[src/uep_pkg.sv]
// package: timing constants, commands and states of the eprom host controller
`default_nettype none
package uep_pkg;
  localparam int unsigned CLK_HZ        = 25000000;  // mclk_i rate
  localparam int unsigned ADDR_W        = 11;        // 2048 words
  localparam int unsigned DATA_W        = 8;
  // times in their own units, as printed
  localparam int unsigned PULSE_MIN_MS  = 1;         // least pulse width
  localparam int unsigned PULSE_REC_MS  = 2;         // recommended pulse width
  localparam int unsigned PULSE_MAX_MS  = 55;        // longest pulse width
  localparam int unsigned PULSE_LONG_MS = 45;        // below this, extra pulses apply
  localparam int unsigned SETUP_US      = 2;         // address/data/oe setup and hold
  localparam int unsigned ACCESS_NS     = 450;       // enable_to_data_delay, slowest grade
  localparam int unsigned VPP_SETTLE_US = 2;         // supply switch settle
  // cycle counts derived from the clock rate
  localparam int unsigned PULSE_REC_CYC = PULSE_REC_MS * (CLK_HZ / 1000);
  localparam int unsigned PULSE_MAX_CYC = PULSE_MAX_MS * (CLK_HZ / 1000);
  localparam int unsigned SETUP_CYC     = (SETUP_US * (CLK_HZ / 1000000)) + 1;
  localparam int unsigned ACCESS_CYC    = (ACCESS_NS * (CLK_HZ / 1000000) + 999) / 1000 + 1;
  localparam int unsigned VPP_CYC       = VPP_SETTLE_US * (CLK_HZ / 1000000);
  localparam int unsigned CNT_W         = 24;
  localparam logic [DATA_W-1:0] BLANK_WORD = 8'hFF;  // erased word

  typedef enum logic [1:0] {UEP_CMD_READ, UEP_CMD_PROG, UEP_CMD_VERIFY} uep_cmd_t;

  typedef struct packed {
    uep_cmd_t            cmd;
    logic [ADDR_W-1:0]   addr;
    logic [DATA_W-1:0]   data;
  } uep_req_t;

  typedef struct packed {
    logic                ok;     // verify matched the intended zeros
    logic [DATA_W-1:0]   data;   // word read from the device
  } uep_rsp_t;

  typedef enum logic [3:0] {
    UEP_IDLE, UEP_RD_WAIT, UEP_PG_VPP, UEP_PG_SETUP, UEP_PG_PULSE,
    UEP_PG_HOLD, UEP_VF_WAIT, UEP_VPP_OFF
  } uep_state_t;
endpackage
`default_nettype wire

[src/uep_host.sv]
// host controller driving a 2048x8 uv eprom through its pins
`timescale 1ns/1ps
`default_nettype none

////////////////////////////////////////////////////////////////////////////////
module uep_host #(
  parameter int unsigned PULSE_CYC = uep_pkg::PULSE_REC_CYC, // program pulse length
  parameter int unsigned PULSE_CAP = uep_pkg::PULSE_MAX_CYC  // hard cap on pulse
) (
  // clock and reset
  input  wire logic                          mclk_i,
  input  wire logic                          reset_i,
  // user request and answer
  input  wire logic                          req_valid_i,
  input  var  uep_pkg::uep_req_t             req_i,
  output logic                               req_ready_o,
  output logic                               rsp_valid_o,
  output var  uep_pkg::uep_rsp_t             rsp_o,
  // device pins
  output logic [uep_pkg::ADDR_W-1:0]         addr_o,
  output logic                               enable_n_o,
  output logic                               oe_n_o,
  output logic                               vpp_high_o,
  input  wire logic [uep_pkg::DATA_W-1:0]    dq_i,
  output logic [uep_pkg::DATA_W-1:0]         dq_o,
  output logic                               dq_oe_o
);

  ////////////////////////////////////////////////////////////////////////////
  // state
  uep_pkg::uep_state_t                state_reg, state_next;
  logic [uep_pkg::CNT_W-1:0]          cnt_reg, cnt_next;      // phase timer
  logic [uep_pkg::ADDR_W-1:0]         addr_reg, addr_next;
  logic [uep_pkg::DATA_W-1:0]         wdata_reg, wdata_next;  // word to program
  logic                               en_n_reg, en_n_next;
  logic                               oe_n_reg, oe_n_next;
  logic                               vpp_reg, vpp_next;
  logic                               dqoe_reg, dqoe_next;
  logic                               rdy_reg, rdy_next;
  logic                               rv_reg, rv_next;
  uep_pkg::uep_rsp_t                  rsp_reg, rsp_next;
  logic [uep_pkg::DATA_W-1:0]         dq_s1_reg, dq_s2_reg;   // pin synchroniser

  localparam logic [uep_pkg::CNT_W-1:0] SETUP_C  = uep_pkg::CNT_W'(uep_pkg::SETUP_CYC);
  localparam logic [uep_pkg::CNT_W-1:0] ACCESS_C = uep_pkg::CNT_W'(uep_pkg::ACCESS_CYC);
  localparam logic [uep_pkg::CNT_W-1:0] VPP_C    = uep_pkg::CNT_W'(uep_pkg::VPP_CYC);
  // the shorter of the chosen width and the cap keeps the pulse legal
  localparam logic [uep_pkg::CNT_W-1:0] PULSE_C  =
    uep_pkg::CNT_W'((PULSE_CYC < PULSE_CAP) ? PULSE_CYC : PULSE_CAP);

  // verify: every zero asked for must read zero; ones are don't care
  function automatic logic zeros_ok(input logic [uep_pkg::DATA_W-1:0] want,
                                    input logic [uep_pkg::DATA_W-1:0] got);
    zeros_ok = ((~want) & got) == '0;
  endfunction

  ////////////////////////////////////////////////////////////////////////////
  // next-state logic
  always_comb
  begin
    state_next = state_reg;
    cnt_next   = cnt_reg;
    addr_next  = addr_reg;
    wdata_next = wdata_reg;
    en_n_next  = en_n_reg;
    oe_n_next  = oe_n_reg;
    vpp_next   = vpp_reg;
    dqoe_next  = dqoe_reg;
    rdy_next   = 1'b0;
    rv_next    = 1'b0;
    rsp_next   = rsp_reg;
    unique case (state_reg)
      uep_pkg::UEP_IDLE:
      begin
        // standby between requests: enable high floats the device outputs
        en_n_next = 1'b1;
        rdy_next  = 1'b1;
        if (req_valid_i && rdy_reg)
        begin
          rdy_next   = 1'b0;
          addr_next  = req_i.addr;
          wdata_next = req_i.data;
          cnt_next   = '0;
          unique case (req_i.cmd)
            uep_pkg::UEP_CMD_READ:
            begin
              // address and enable move together, access counted from both
              en_n_next  = 1'b0;
              oe_n_next  = 1'b0;
              state_next = uep_pkg::UEP_RD_WAIT;
            end
            uep_pkg::UEP_CMD_PROG, uep_pkg::UEP_CMD_VERIFY:
            begin
              // verify shares the program path: one pulse, then read back
              vpp_next   = 1'b1;
              oe_n_next  = 1'b1;
              en_n_next  = 1'b0;
              state_next = uep_pkg::UEP_PG_VPP;
            end
            // the spare code is dropped, the device stays in standby
            default: state_next = uep_pkg::UEP_IDLE;
          endcase
        end
      end
      uep_pkg::UEP_RD_WAIT, uep_pkg::UEP_VF_WAIT:
      begin
        cnt_next = cnt_reg + 1'b1;
        // two synchroniser stages are added on top of the access delay
        if (cnt_reg == ACCESS_C + 2)
        begin
          rsp_next.data = dq_s2_reg;
          rsp_next.ok   = (state_reg == uep_pkg::UEP_RD_WAIT) ||
                          zeros_ok(wdata_reg, dq_s2_reg);
          rv_next       = 1'b1;
          oe_n_next     = 1'b1;
          // after verify enable stays low: a rise under high supply would strobe
          en_n_next     = (state_reg == uep_pkg::UEP_RD_WAIT);
          cnt_next      = '0;
          state_next    = (state_reg == uep_pkg::UEP_RD_WAIT) ? uep_pkg::UEP_IDLE
                                                               : uep_pkg::UEP_VPP_OFF;
        end
      end
      uep_pkg::UEP_PG_VPP:
      begin
        cnt_next = cnt_reg + 1'b1;
        // supply settled: drive the word, the device sits in inhibit meanwhile
        if (cnt_reg == VPP_C)
        begin
          cnt_next   = '0;
          dqoe_next  = 1'b1;
          state_next = uep_pkg::UEP_PG_SETUP;
        end
      end
      uep_pkg::UEP_PG_SETUP:
      begin
        cnt_next = cnt_reg + 1'b1;
        // address, data and oe-high must be settled before the rising edge
        if (cnt_reg == SETUP_C)
        begin
          cnt_next   = '0;
          en_n_next  = 1'b1;
          state_next = uep_pkg::UEP_PG_PULSE;
        end
      end
      uep_pkg::UEP_PG_PULSE:
      begin
        cnt_next = cnt_reg + 1'b1;
        // one bounded pulse, never left high as a level
        if (cnt_reg == PULSE_C - 1'b1)
        begin
          cnt_next   = '0;
          en_n_next  = 1'b0;
          state_next = uep_pkg::UEP_PG_HOLD;
        end
      end
      uep_pkg::UEP_PG_HOLD:
      begin
        cnt_next = cnt_reg + 1'b1;
        if (cnt_reg == SETUP_C)
        begin
          // release data, then verify with vpp still high
          cnt_next   = '0;
          dqoe_next  = 1'b0;
          oe_n_next  = 1'b0;
          state_next = uep_pkg::UEP_VF_WAIT;
        end
      end
      uep_pkg::UEP_VPP_OFF:
      begin
        // enable held low until idle, so the supply falls in inhibit
        cnt_next = cnt_reg + 1'b1;
        vpp_next = 1'b0;
        if (cnt_reg == VPP_C)
        begin
          cnt_next   = '0;
          state_next = uep_pkg::UEP_IDLE;
        end
      end
      default: state_next = uep_pkg::UEP_IDLE;
    endcase
  end

  ////////////////////////////////////////////////////////////////////////////
  // registers
  always_ff @(posedge mclk_i or posedge reset_i)
  begin
    if (reset_i)
    begin
      state_reg <= uep_pkg::UEP_IDLE;
      cnt_reg   <= '0;
      addr_reg  <= '0;
      wdata_reg <= uep_pkg::BLANK_WORD;
      en_n_reg  <= 1'b1;
      oe_n_reg  <= 1'b1;
      vpp_reg   <= 1'b0;
      dqoe_reg  <= 1'b0;
      rdy_reg   <= 1'b0;
      rv_reg    <= 1'b0;
      rsp_reg   <= '0;
      dq_s1_reg <= '0;
      dq_s2_reg <= '0;
    end
    else
    begin
      state_reg <= state_next;
      cnt_reg   <= cnt_next;
      addr_reg  <= addr_next;
      wdata_reg <= wdata_next;
      en_n_reg  <= en_n_next;
      oe_n_reg  <= oe_n_next;
      vpp_reg   <= vpp_next;
      dqoe_reg  <= dqoe_next;
      rdy_reg   <= rdy_next;
      rv_reg    <= rv_next;
      rsp_reg   <= rsp_next;
      dq_s1_reg <= dq_i;
      dq_s2_reg <= dq_s1_reg;
    end
  end

  // outputs straight from flip-flops
  assign addr_o      = addr_reg;
  assign enable_n_o  = en_n_reg;
  assign oe_n_o      = oe_n_reg;
  assign vpp_high_o  = vpp_reg;
  assign dq_o        = wdata_reg;
  assign dq_oe_o     = dqoe_reg;
  assign req_ready_o = rdy_reg;
  assign rsp_valid_o = rv_reg;
  assign rsp_o       = rsp_reg;

  ////////////////////////////////////////////////////////////////////////////
  // assertions
  // strobe high under high supply only inside one bounded pulse
  property p_pulse_bounded;
    @(posedge mclk_i) disable iff (reset_i)
    (vpp_reg && en_n_reg) |-> (state_reg == uep_pkg::UEP_PG_PULSE) && (cnt_reg < PULSE_C);
  endproperty
  a_pulse_bounded: assert property (p_pulse_bounded) else $error("strobe outside pulse");
  property p_prog_pins;
    @(posedge mclk_i) disable iff (reset_i)
    (state_reg == uep_pkg::UEP_PG_PULSE) |-> (vpp_reg && oe_n_reg && dqoe_reg);
  endproperty
  a_prog_pins: assert property (p_prog_pins) else $error("bad pins in pulse");
  property p_no_drive_on_read;
    @(posedge mclk_i) disable iff (reset_i)
    (!oe_n_reg) |-> !dqoe_reg;
  endproperty
  a_no_drive_on_read: assert property (p_no_drive_on_read) else $error("bus fight");
  property p_pulse_falls;
    @(posedge mclk_i) disable iff (reset_i)
    (state_reg == uep_pkg::UEP_PG_PULSE && cnt_reg == PULSE_C - 1'b1) |=> !en_n_reg;
  endproperty
  a_pulse_falls: assert property (p_pulse_falls) else $error("enable stuck high");
  property p_idle_standby;
    @(posedge mclk_i) disable iff (reset_i)
    (state_reg == uep_pkg::UEP_IDLE && state_next == uep_pkg::UEP_IDLE) |=> en_n_reg;
  endproperty
  a_idle_standby: assert property (p_idle_standby) else $error("no standby");
  property p_read_wait;
    @(posedge mclk_i) disable iff (reset_i)
    (state_reg == uep_pkg::UEP_IDLE && state_next == uep_pkg::UEP_RD_WAIT) |=> !rv_reg [*8];
  endproperty
  a_read_wait: assert property (p_read_wait) else $error("read answered early");
  property p_vpp_verify;
    @(posedge mclk_i) disable iff (reset_i)
    (state_reg == uep_pkg::UEP_VF_WAIT) |-> vpp_reg && !en_n_reg && !oe_n_reg && !dqoe_reg;
  endproperty
  a_vpp_verify: assert property (p_vpp_verify) else $error("verify without vpp");
  property p_addr_stable;
    @(posedge mclk_i) disable iff (reset_i)
    (state_reg == uep_pkg::UEP_PG_PULSE) |=> $stable(addr_reg);
  endproperty
  a_addr_stable: assert property (p_addr_stable) else $error("address moved");
endmodule

`default_nettype wire

[config.mk]
export PLATFORM = sky130hd
export DESIGN_NAME = uep_host
export DESIGN_NICKNAME = d
export VERILOG_FILES = /design/src/uep_pkg.sv /design/src/uep_host.sv
export SDC_FILE = /design/constraint.sdc
export NUM_CORES = 1
export LEC_CHECK = 0
export BUFFER_PORTS_ARGS = -buffer_cell sky130_fd_sc_hd__buf_2
export CORE_UTILIZATION = 55
export DETAILED_ROUTE_END_ITERATION = 12
export PLACE_DENSITY = 0.78
export RECOVER_POWER = 50
export SYNTH_ARGS = -nofsm -noshare
export SYNTH_HDL_FRONTEND = slang
export SYNTH_SLANG_ARGS = --single-unit
[constraint.sdc]
create_clock -name mclk_i -period 4.5 [get_ports mclk_i]
set_clock_uncertainty 0.15 [all_clocks]
set_input_delay 0.225 -clock mclk_i [delete_from_list [all_inputs] [get_ports mclk_i]]
set_output_delay 0.225 -clock mclk_i [all_outputs]
set_load 0.01 [all_outputs]
After elaboration in Yosys (flattened, before gate mapping):

Index checks and enable logic that the tools add are counted.
W data, S select, Z words.

* flip-flop bits (word level): 78
* output and inout port bits: 34
* word-level logic and storage cells: 98

* $add $sub $neg: 1
* equality and inequality tests: 22
* multiplexer cells: 36
* bitwise operators: 2
* reduce and logical (&&, ||, !) cells: 23

Operators by type and width (count)
* $mux W24: 5
* $pmux W24 S5: 1
* $eq A24 B6 Y1 const B: 2
* $mux W4: 7
* $pmux W4 S7: 1
* $add A24 B1 Y24 const B: 1
* $eq A24 B16 Y1 const B: 1
* $eq A24 B4 Y1 const B: 1
* $eq A4 B3 Y1 const B: 4
* $mux W1: 15
* $ne A2 B2 Y1 const B: 7
* $and A8 B8 Y8: 1
* $eq A4 B2 Y1 const B: 2
* $logic_not A8 Y1: 1
* $not A8 Y8: 1
* $reduce_or A2 Y1: 4
* $reduce_and A7 Y1: 1
* $pmux W1 S2: 3
* $reduce_and A2 Y1: 3
* $reduce_and A3 Y1: 2
* $reduce_and A5 Y1: 1
* $reduce_bool A5 Y1: 1
* $eq A4 B1 Y1 const B: 1
* $logic_not A4 Y1: 1
* other kinds (16): 17

Logic depth before layout (Yosys ltp):

Gate-level depths: netlist (run 1).

* word-level depth: 5
* mapped depth: 8

Worst setup path after synthesis (run 1):

Ideal clock, no wire load.

* path type: flip-flop to flip-flop
* from: register cnt_reg[1] (netlist name)
* to: register state_reg[0]
* library setup time: 125 ps
* arrival time: 1987 ps
* required time: 4225 ps
* slack: 2238 ps
* stages on the path, launching flop included: 8
* path buffers: 0
* clock period less this slack: 2262 ps
* cell sequence: dfrtp_1 ha_1 nand3_1 nor3b_1 a22o_1 nand2_2 nor3_4 mux2_4

* word-level cells in the longest chain between the ends: 3

RTL lines
* start: declaration: line uep_host.sv:32 `logic [uep_pkg::CNT_W-1:0] cnt_reg, cnt_next;`
* start signal: assignment: line uep_host.sv:206 `cnt_reg <= cnt_next;`
* $eq A24 B16 Y1 (tied with other cells): line uep_host.sv:149 `if (cnt_reg == PULSE_C - 1'b1)`
* $ne A2 B2 Y1 (no line)
* $reduce_and A7 Y1 (no line) (*)
* end signal: assignment: line uep_host.sv:189 `state_reg <= uep_pkg::UEP_IDLE;`
* end signal: assignment: line uep_host.sv:205 `state_reg <= state_next;`
* end: declaration: line uep_host.sv:31 `uep_pkg::uep_state_t state_reg, state_next;`

Every way passes the cells marked *; elsewhere a longest branch is shown, timed or not.
A chain may end at the register's enable or synchronous reset.

Worst setup path after layout (run 1):

Ends and elaborated chain as after synthesis.

==> results of run 1 <==
worst max-delay path, delay by kind of cell, from the launching register on:
family	cells	cell delay, ps
flip-flops	1	410
adder cells (fa/ha/maj)	1	250
multiplexers	1	350
AO/OA/AOI/OAI	1	220
AND/OR/NAND/NOR	4	1440
cell usage in the layout, fill, tap and decap left out, drive strengths merged, types with 2 or more instances in the layout:
master       synthesis  final
bufinv               0      2
clkbuf              11     42
nor3b                2      2
inv                 18     19
and2                 2      2
o2bb2ai              3      3
a21oi                5      5
dlygate4sd3          0     28
nor3                 8      8
nand4               11     11
o21ai               53     53
dfstp               10     10
nand2               32     32
mux2                22     22
a221oi               2      2
dfrtp               67     67
nor4                 8      8
ha                   5      5
nand3               14     14
o31ai                2      2
nor2                25     25
xor2                 2      2
o22ai               10     10
and3                 8      8
xnor2                4      4
buf                  3     37
logic make-up (layout without fill, tap and decap cells):
kind of cell / Yosys count / after routing / share of synthesized area
and+or+nand+nor: 115 / 115 / 0.180
AOI/OAI and AO/OA: 83 / 83 / 0.135
DFF: 77 / 77 / 0.545
buffers and inverters: 32 / 130 / 0.0365
muxes: 22 / 22 / 0.0717
xor gates and xnor gates: 6 / 6 / 0.0148
adders and majority gates: 5 / 5 / 0.0176
routing by layer:
metal  vias to the layer above  routed length (µm)  track usage
met3                        18                 451       0.0549
li1                       1403                   -            -
met5                         -                   0            0
met2                       105                4020        0.441
met4                         0                 175        0.126
met1                      1437                3500        0.325
worst max path at each step:
stage / start / cells past startpoint / slack (ps) / to
floorplan: reset_i / 1 / 2170 / addr_o[0]
finish: cnt_reg[1] / 7 / 1570 / state_reg[0]
CTS: cnt_reg[21] / 6 / 1560 / state_reg[1]
global placement: cnt_reg[1] / 7 / 1710 / state_reg[0]
detailed placement: cnt_reg[1] / 7 / 1620 / state_reg[0]
global route: cnt_reg[1] / 7 / 1360 / state_reg[0]
stage by stage:
| step | util | instances | setup WS (ps) | hold slack [ps] | area, µm² |
|---|---|---|---|---|---|
| final | 0.722 | 513 | 1570 | 203 | 4400 |
| after global placement | 0.648 | 469 | 1710 | 182 | 3950 |
| after floorplan | - | 340 | 2170 | 106 | 3560 |
| after detailed placement | 0.648 | 469 | 1620 | 185 | 3950 |
| after CTS | 0.729 | 513 | 1560 | 205 | 4450 |
| after global routing | 0.722 | 513 | 1360 | 219 | 4400 |
where the power goes:
| part | internal [W] | switching (W) |
|---|---|---|
| combinational | 0.000287 | 0.000490 |
| clock | 0.000316 | 0.000253 |
| sequential | 0.000844 | 0.000139 |
| total | 0.00145 | 0.000882 |
layout make-up:
| class | count | area share |
|---|---|---|
| Clock buffer | 11 | 0.0298 |
| Clock inverter | 5 | 0.0193 |
| Inverter | 18 | 0.0153 |
| Multi-Input combinational cell | 231 | 0.341 |
| Sequential cell | 77 | 0.441 |
| Tap cell | 75 | 0.0213 |
| Timing Repair Buffer | 96 | 0.133 |
timing repair:
| item | in CTS | in global routing |
|---|---|---|
| endpoints found under the hold margin | 63 | 0 |
| setup endpoints to repair | 0 | 0 |
| gates resized for setup | 0 | 0 |
| hold buffers | 28 | 0 |
==> results_dict.tcl, run 1 <==
set metrics [dict create \
    status "finished, final reports clean" \
    core_area_um2 6100 \
    synth_fp_nets 377 \
    cts_sinks 77 \
    rsz0062_at_grt "false" \
    slew_headroom 0.0463 \
    cts_setup_buffers 0 \
    fin_crit_ps 2930 \
    hold_violations 0 \
    ys_seq_area_frac 0.545 \
    fp.dieH_um 82.5 \
    syn_to_final_growth_pct 23.6 \
    drt_iter0_drc 238 \
    slowest_stage "nor3_4" \
    yosys_warnings 0 \
    synth_top_cell_area_share 0.471 \
    end_kind "flop" \
    arrival_ps 3010 \
    p_per_area_nw_per_um2 529 \
    rows 28 \
    htreeDepth 3 \
    postSynthAreaPerCell_um2 10.5 \
    vias 2963 \
    ioPinCount 66 \
    clkTransAtPathRegs_ps 80 \
    drive_gt1_frac 0.205 \
    initial_utilization 0.584 \
    tns_ps 0 \
    nets 470 \
    grt_use_total 0.264 \
    drcViolationCount 0 \
    wire_per_inst_um 15.9 \
    reg2reg_from "cnt_reg[1]" \
    cts_tree "yes" \
    yosysTopAreaCell "dfrtp_1" \
    path_cells "ha_1, nand3_1, nor3b_1, a22o_1, nand2_2, nor3_4, mux2_4" \
    critPathMaxStageDelay_ps 750 \
    grt_pass1_wl_um 13200 \
    regArea_um2 1940 \
    yosysMostFrequentCell "dfrtp_1" \
    hp-start "dq_s1_reg[4]" \
    drtAntennaViolNets 0 \
    n_antenna_cell 0 \
    grt_max_degree 40 \
    clock_latency_ps 350 \
    ys_async_sr_fraction 1.00 \
    cts_buffers 9 \
    r2r_slack_ps 1570 \
    synthCells 340 \
    grt_overflow 0 \
    synthTopCellsByArea "dfrtp_1, dfstp_2, mux2_2" \
    grt_pass1_vias 2883 \
    synth_edf_count 0 \
    ff2ff_path_depth 7 \
    place_congestion 0.862 \
    r2r-end "state_reg[0]" \
    yosys-top-cells-count "dfrtp_1, o21ai_0, nand2_1, nor2_1, mux2_2" \
    multi_input_area_um2 1500 \
    hpwlAfterDp_um 5250 \
    p_leak_nw 1.97 \
    root_buffer "clkbuf_8" \
    startpoint_type "flop" \
    fin_crit_sh 0.652 \
    cp_max_fo 19 \
    fmax_mhz 341 \
    synth_area_um2 3560 \
    power.total_w 0.00233 \
    largest_reg_flops 24 \
    dr.pass1.iters 4 \
    min_to "dq_s2_reg[4]" \
    maxSlewViolCount 0 \
    clock_path_buffers 2 \
    port_buffers 65 \
    min_path_type "reg2reg" \
    fillers 448 \
    die_x_um 82.5 \
    min_path_cells 0 \
    avgViaCountPerCell 5.78 \
    drv_cap 0 \
    synth-seq-cells 77 \
    synth-main-ff-cell "dfrtp_1" \
    setup_viol 0 \
    grt_antenna_before_repair 0 \
    dieArea_um2 6800 \
    cp_data_required_time_ps 4580 \
    worstMarginPinSlew_ps 1430 \
    synth_cell_type_count 46 \
    peakVddDrop_v 0.000345 \
    path_class "reg2reg" \
    totalWireLength_um 8140 \
]
No activity file was read; power rests on OpenSTA's default activity.
==> run 2, diff against run 1 <==
- clock period: 4.5 -> 3 ns (I/O delays scaled with it)
==> run 2 against run 1 <==
Setup slack worse by 1200 ps; clock-buffer cell count rose by 1; via count is 0.27% lower; combinational power rose by 58%; first-iteration DRC count increased by 22%; global-route usage increased by 0.071 points; flip-flop and latch count unchanged; cell area is 0.74% higher; power up 51%; die area is the same; clock power increased by 43%.
==> results_dict.tcl, run 2 (synthesis gave the netlist of run 1 again) <==
set metrics [dict create \
    fp.dieH_um 82.5 \
    nets 475 \
    grt_max_degree 34 \
    n_antenna_cell 0 \
    fillers 477 \
    avgViaCountPerCell 5.70 \
    hold_violations 0 \
    startpoint_type "flop" \
    htreeDepth 3 \
    largest_reg_flops 24 \
    drtAntennaViolNets 0 \
    totalWireLength_um 8220 \
    fmax_mhz 382 \
    drv_cap 0 \
    port_buffers 65 \
    grt_pass1_vias 2805 \
    dr.pass1.iters 4 \
    cts_tree "yes" \
    drt_iter0_drc 291 \
    root_buffer "clkbuf_8" \
    clock_latency_ps 350 \
    vias 2955 \
    arrival_ps 2690 \
    ioPinCount 66 \
    grt_pass1_wl_um 13100 \
    drcViolationCount 0 \
    status "finished, final reports clean" \
    grt_overflow 0 \
    core_area_um2 6100 \
    die_x_um 82.5 \
    setup_viol 0 \
    cp_max_fo 17 \
    syn_to_final_growth_pct 24.5 \
    drive_gt1_frac 0.221 \
    maxSlewViolCount 0 \
    fin_crit_ps 2620 \
    rows 28 \
    grt_antenna_before_repair 0 \
    layout_setup_ws_ps 380 \
    p_per_area_nw_per_um2 792 \
    clkTransAtPathRegs_ps 80 \
    wire_per_inst_um 15.9 \
    dieArea_um2 6800 \
    mostFrequentLayoutCell "dfrtp_1" \
    grt_use_total 0.264 \
    end_kind "flop" \
    initial_utilization 0.584 \
    cp_data_required_time_ps 3070 \
    cts_setup_buffers 0 \
    final_cell_mix "dfrtp_1, o21ai_0, buf_2" \
    cts_buffers 9 \
    peakVddDrop_v 0.000551 \
    place_congestion 0.871 \
    rsz0062_at_grt "false" \
    worstMarginPinSlew_ps 1160 \
    place_ws_ps 424 \
    fin_crit_sh 0.873 \
    p_leak_nw 2.00 \
    clock_path_buffers 2 \
    min_path_type "reg2reg" \
    slew_headroom 0.224 \
    cts_sinks 77 \
    path_class "reg2reg" \
    hpwlAfterDp_um 5360 \
    tns_ps 0 \
]
-- run 2: cell type report --
class / count / area [µm²] / share of cell area
Inverter: 18 / 67.6 / 0.0152
Tap cell: 75 / 93.8 / 0.0212
Timing Repair Buffer: 101 / 623 / 0.141
Sequential cell: 77 / 1940 / 0.437
Multi-Input combinational cell: 231 / 1500 / 0.338
Clock buffer: 12 / 155 / 0.0350
Clock inverter: 4 / 55.1 / 0.0124
-- run 2: path summary, 6_finish.rpt --
check / start / slack [ps] / cells past startpoint / to
min in group asynchronous: reset_i / 510 / 3 / addr_o[3]
worst min-delay path: dq_s1_reg[5] / 200 / 0 / dq_s2_reg[5]
worst max register to register: cnt_reg[1] / 380 / 8 / cnt_reg[12]
worst min register to register: dq_s1_reg[5] / 200 / 0 / dq_s2_reg[5]
worst max-delay path: cnt_reg[1] / 380 / 8 / cnt_reg[12]
max in group asynchronous: reset_i / 1010 / 4 / addr_o[10]
-- run 2: timing repair --
item,4_1_cts,5_1_grt
endpoints found under the hold margin,57,0
hold buffers,28,0
gates resized for setup,0,0
-- run 2: metrics by stage --
stage	hold WS [ps]	util	instances	cell area, µm²	power, W
4_1_cts	199	0.734	518	4480	0.00354
2_1_floorplan	31.4	-	340	3560	0.00230
3_5_place_dp	109	0.654	474	3990	0.00271
5_1_grt	212	0.727	518	4430	0.00370
6_report	202	0.727	518	4430	0.00351
3_3_place_gp	108	0.654	474	3990	0.00267
-- run 2: routing by layer --
layer | global-route usage | wire length, µm
met1 | 0.341 | 3580
met3 | 0.0407 | 434
met5 | 0 | 0
met4 | 0.114 | 130
met2 | 0.442 | 4070
-- run 2: power breakdown --
group          internal (W)  switching (W)  total (W)
clock              0.000435       0.000379   0.000813
sequential          0.00127       0.000205    0.00147
combinational      0.000473       0.000755    0.00123
total               0.00218        0.00134    0.00351
-- run 2: worst max-delay path, stage by stage (launching register included) --
cell and delay (ps):
dfrtp_1 410, ha_1 260, nand3_1 170, nor3b_1 360, a22o_1 210, nand2_2 210, nor3_4 320, buf_4 280
o21ai_0 120
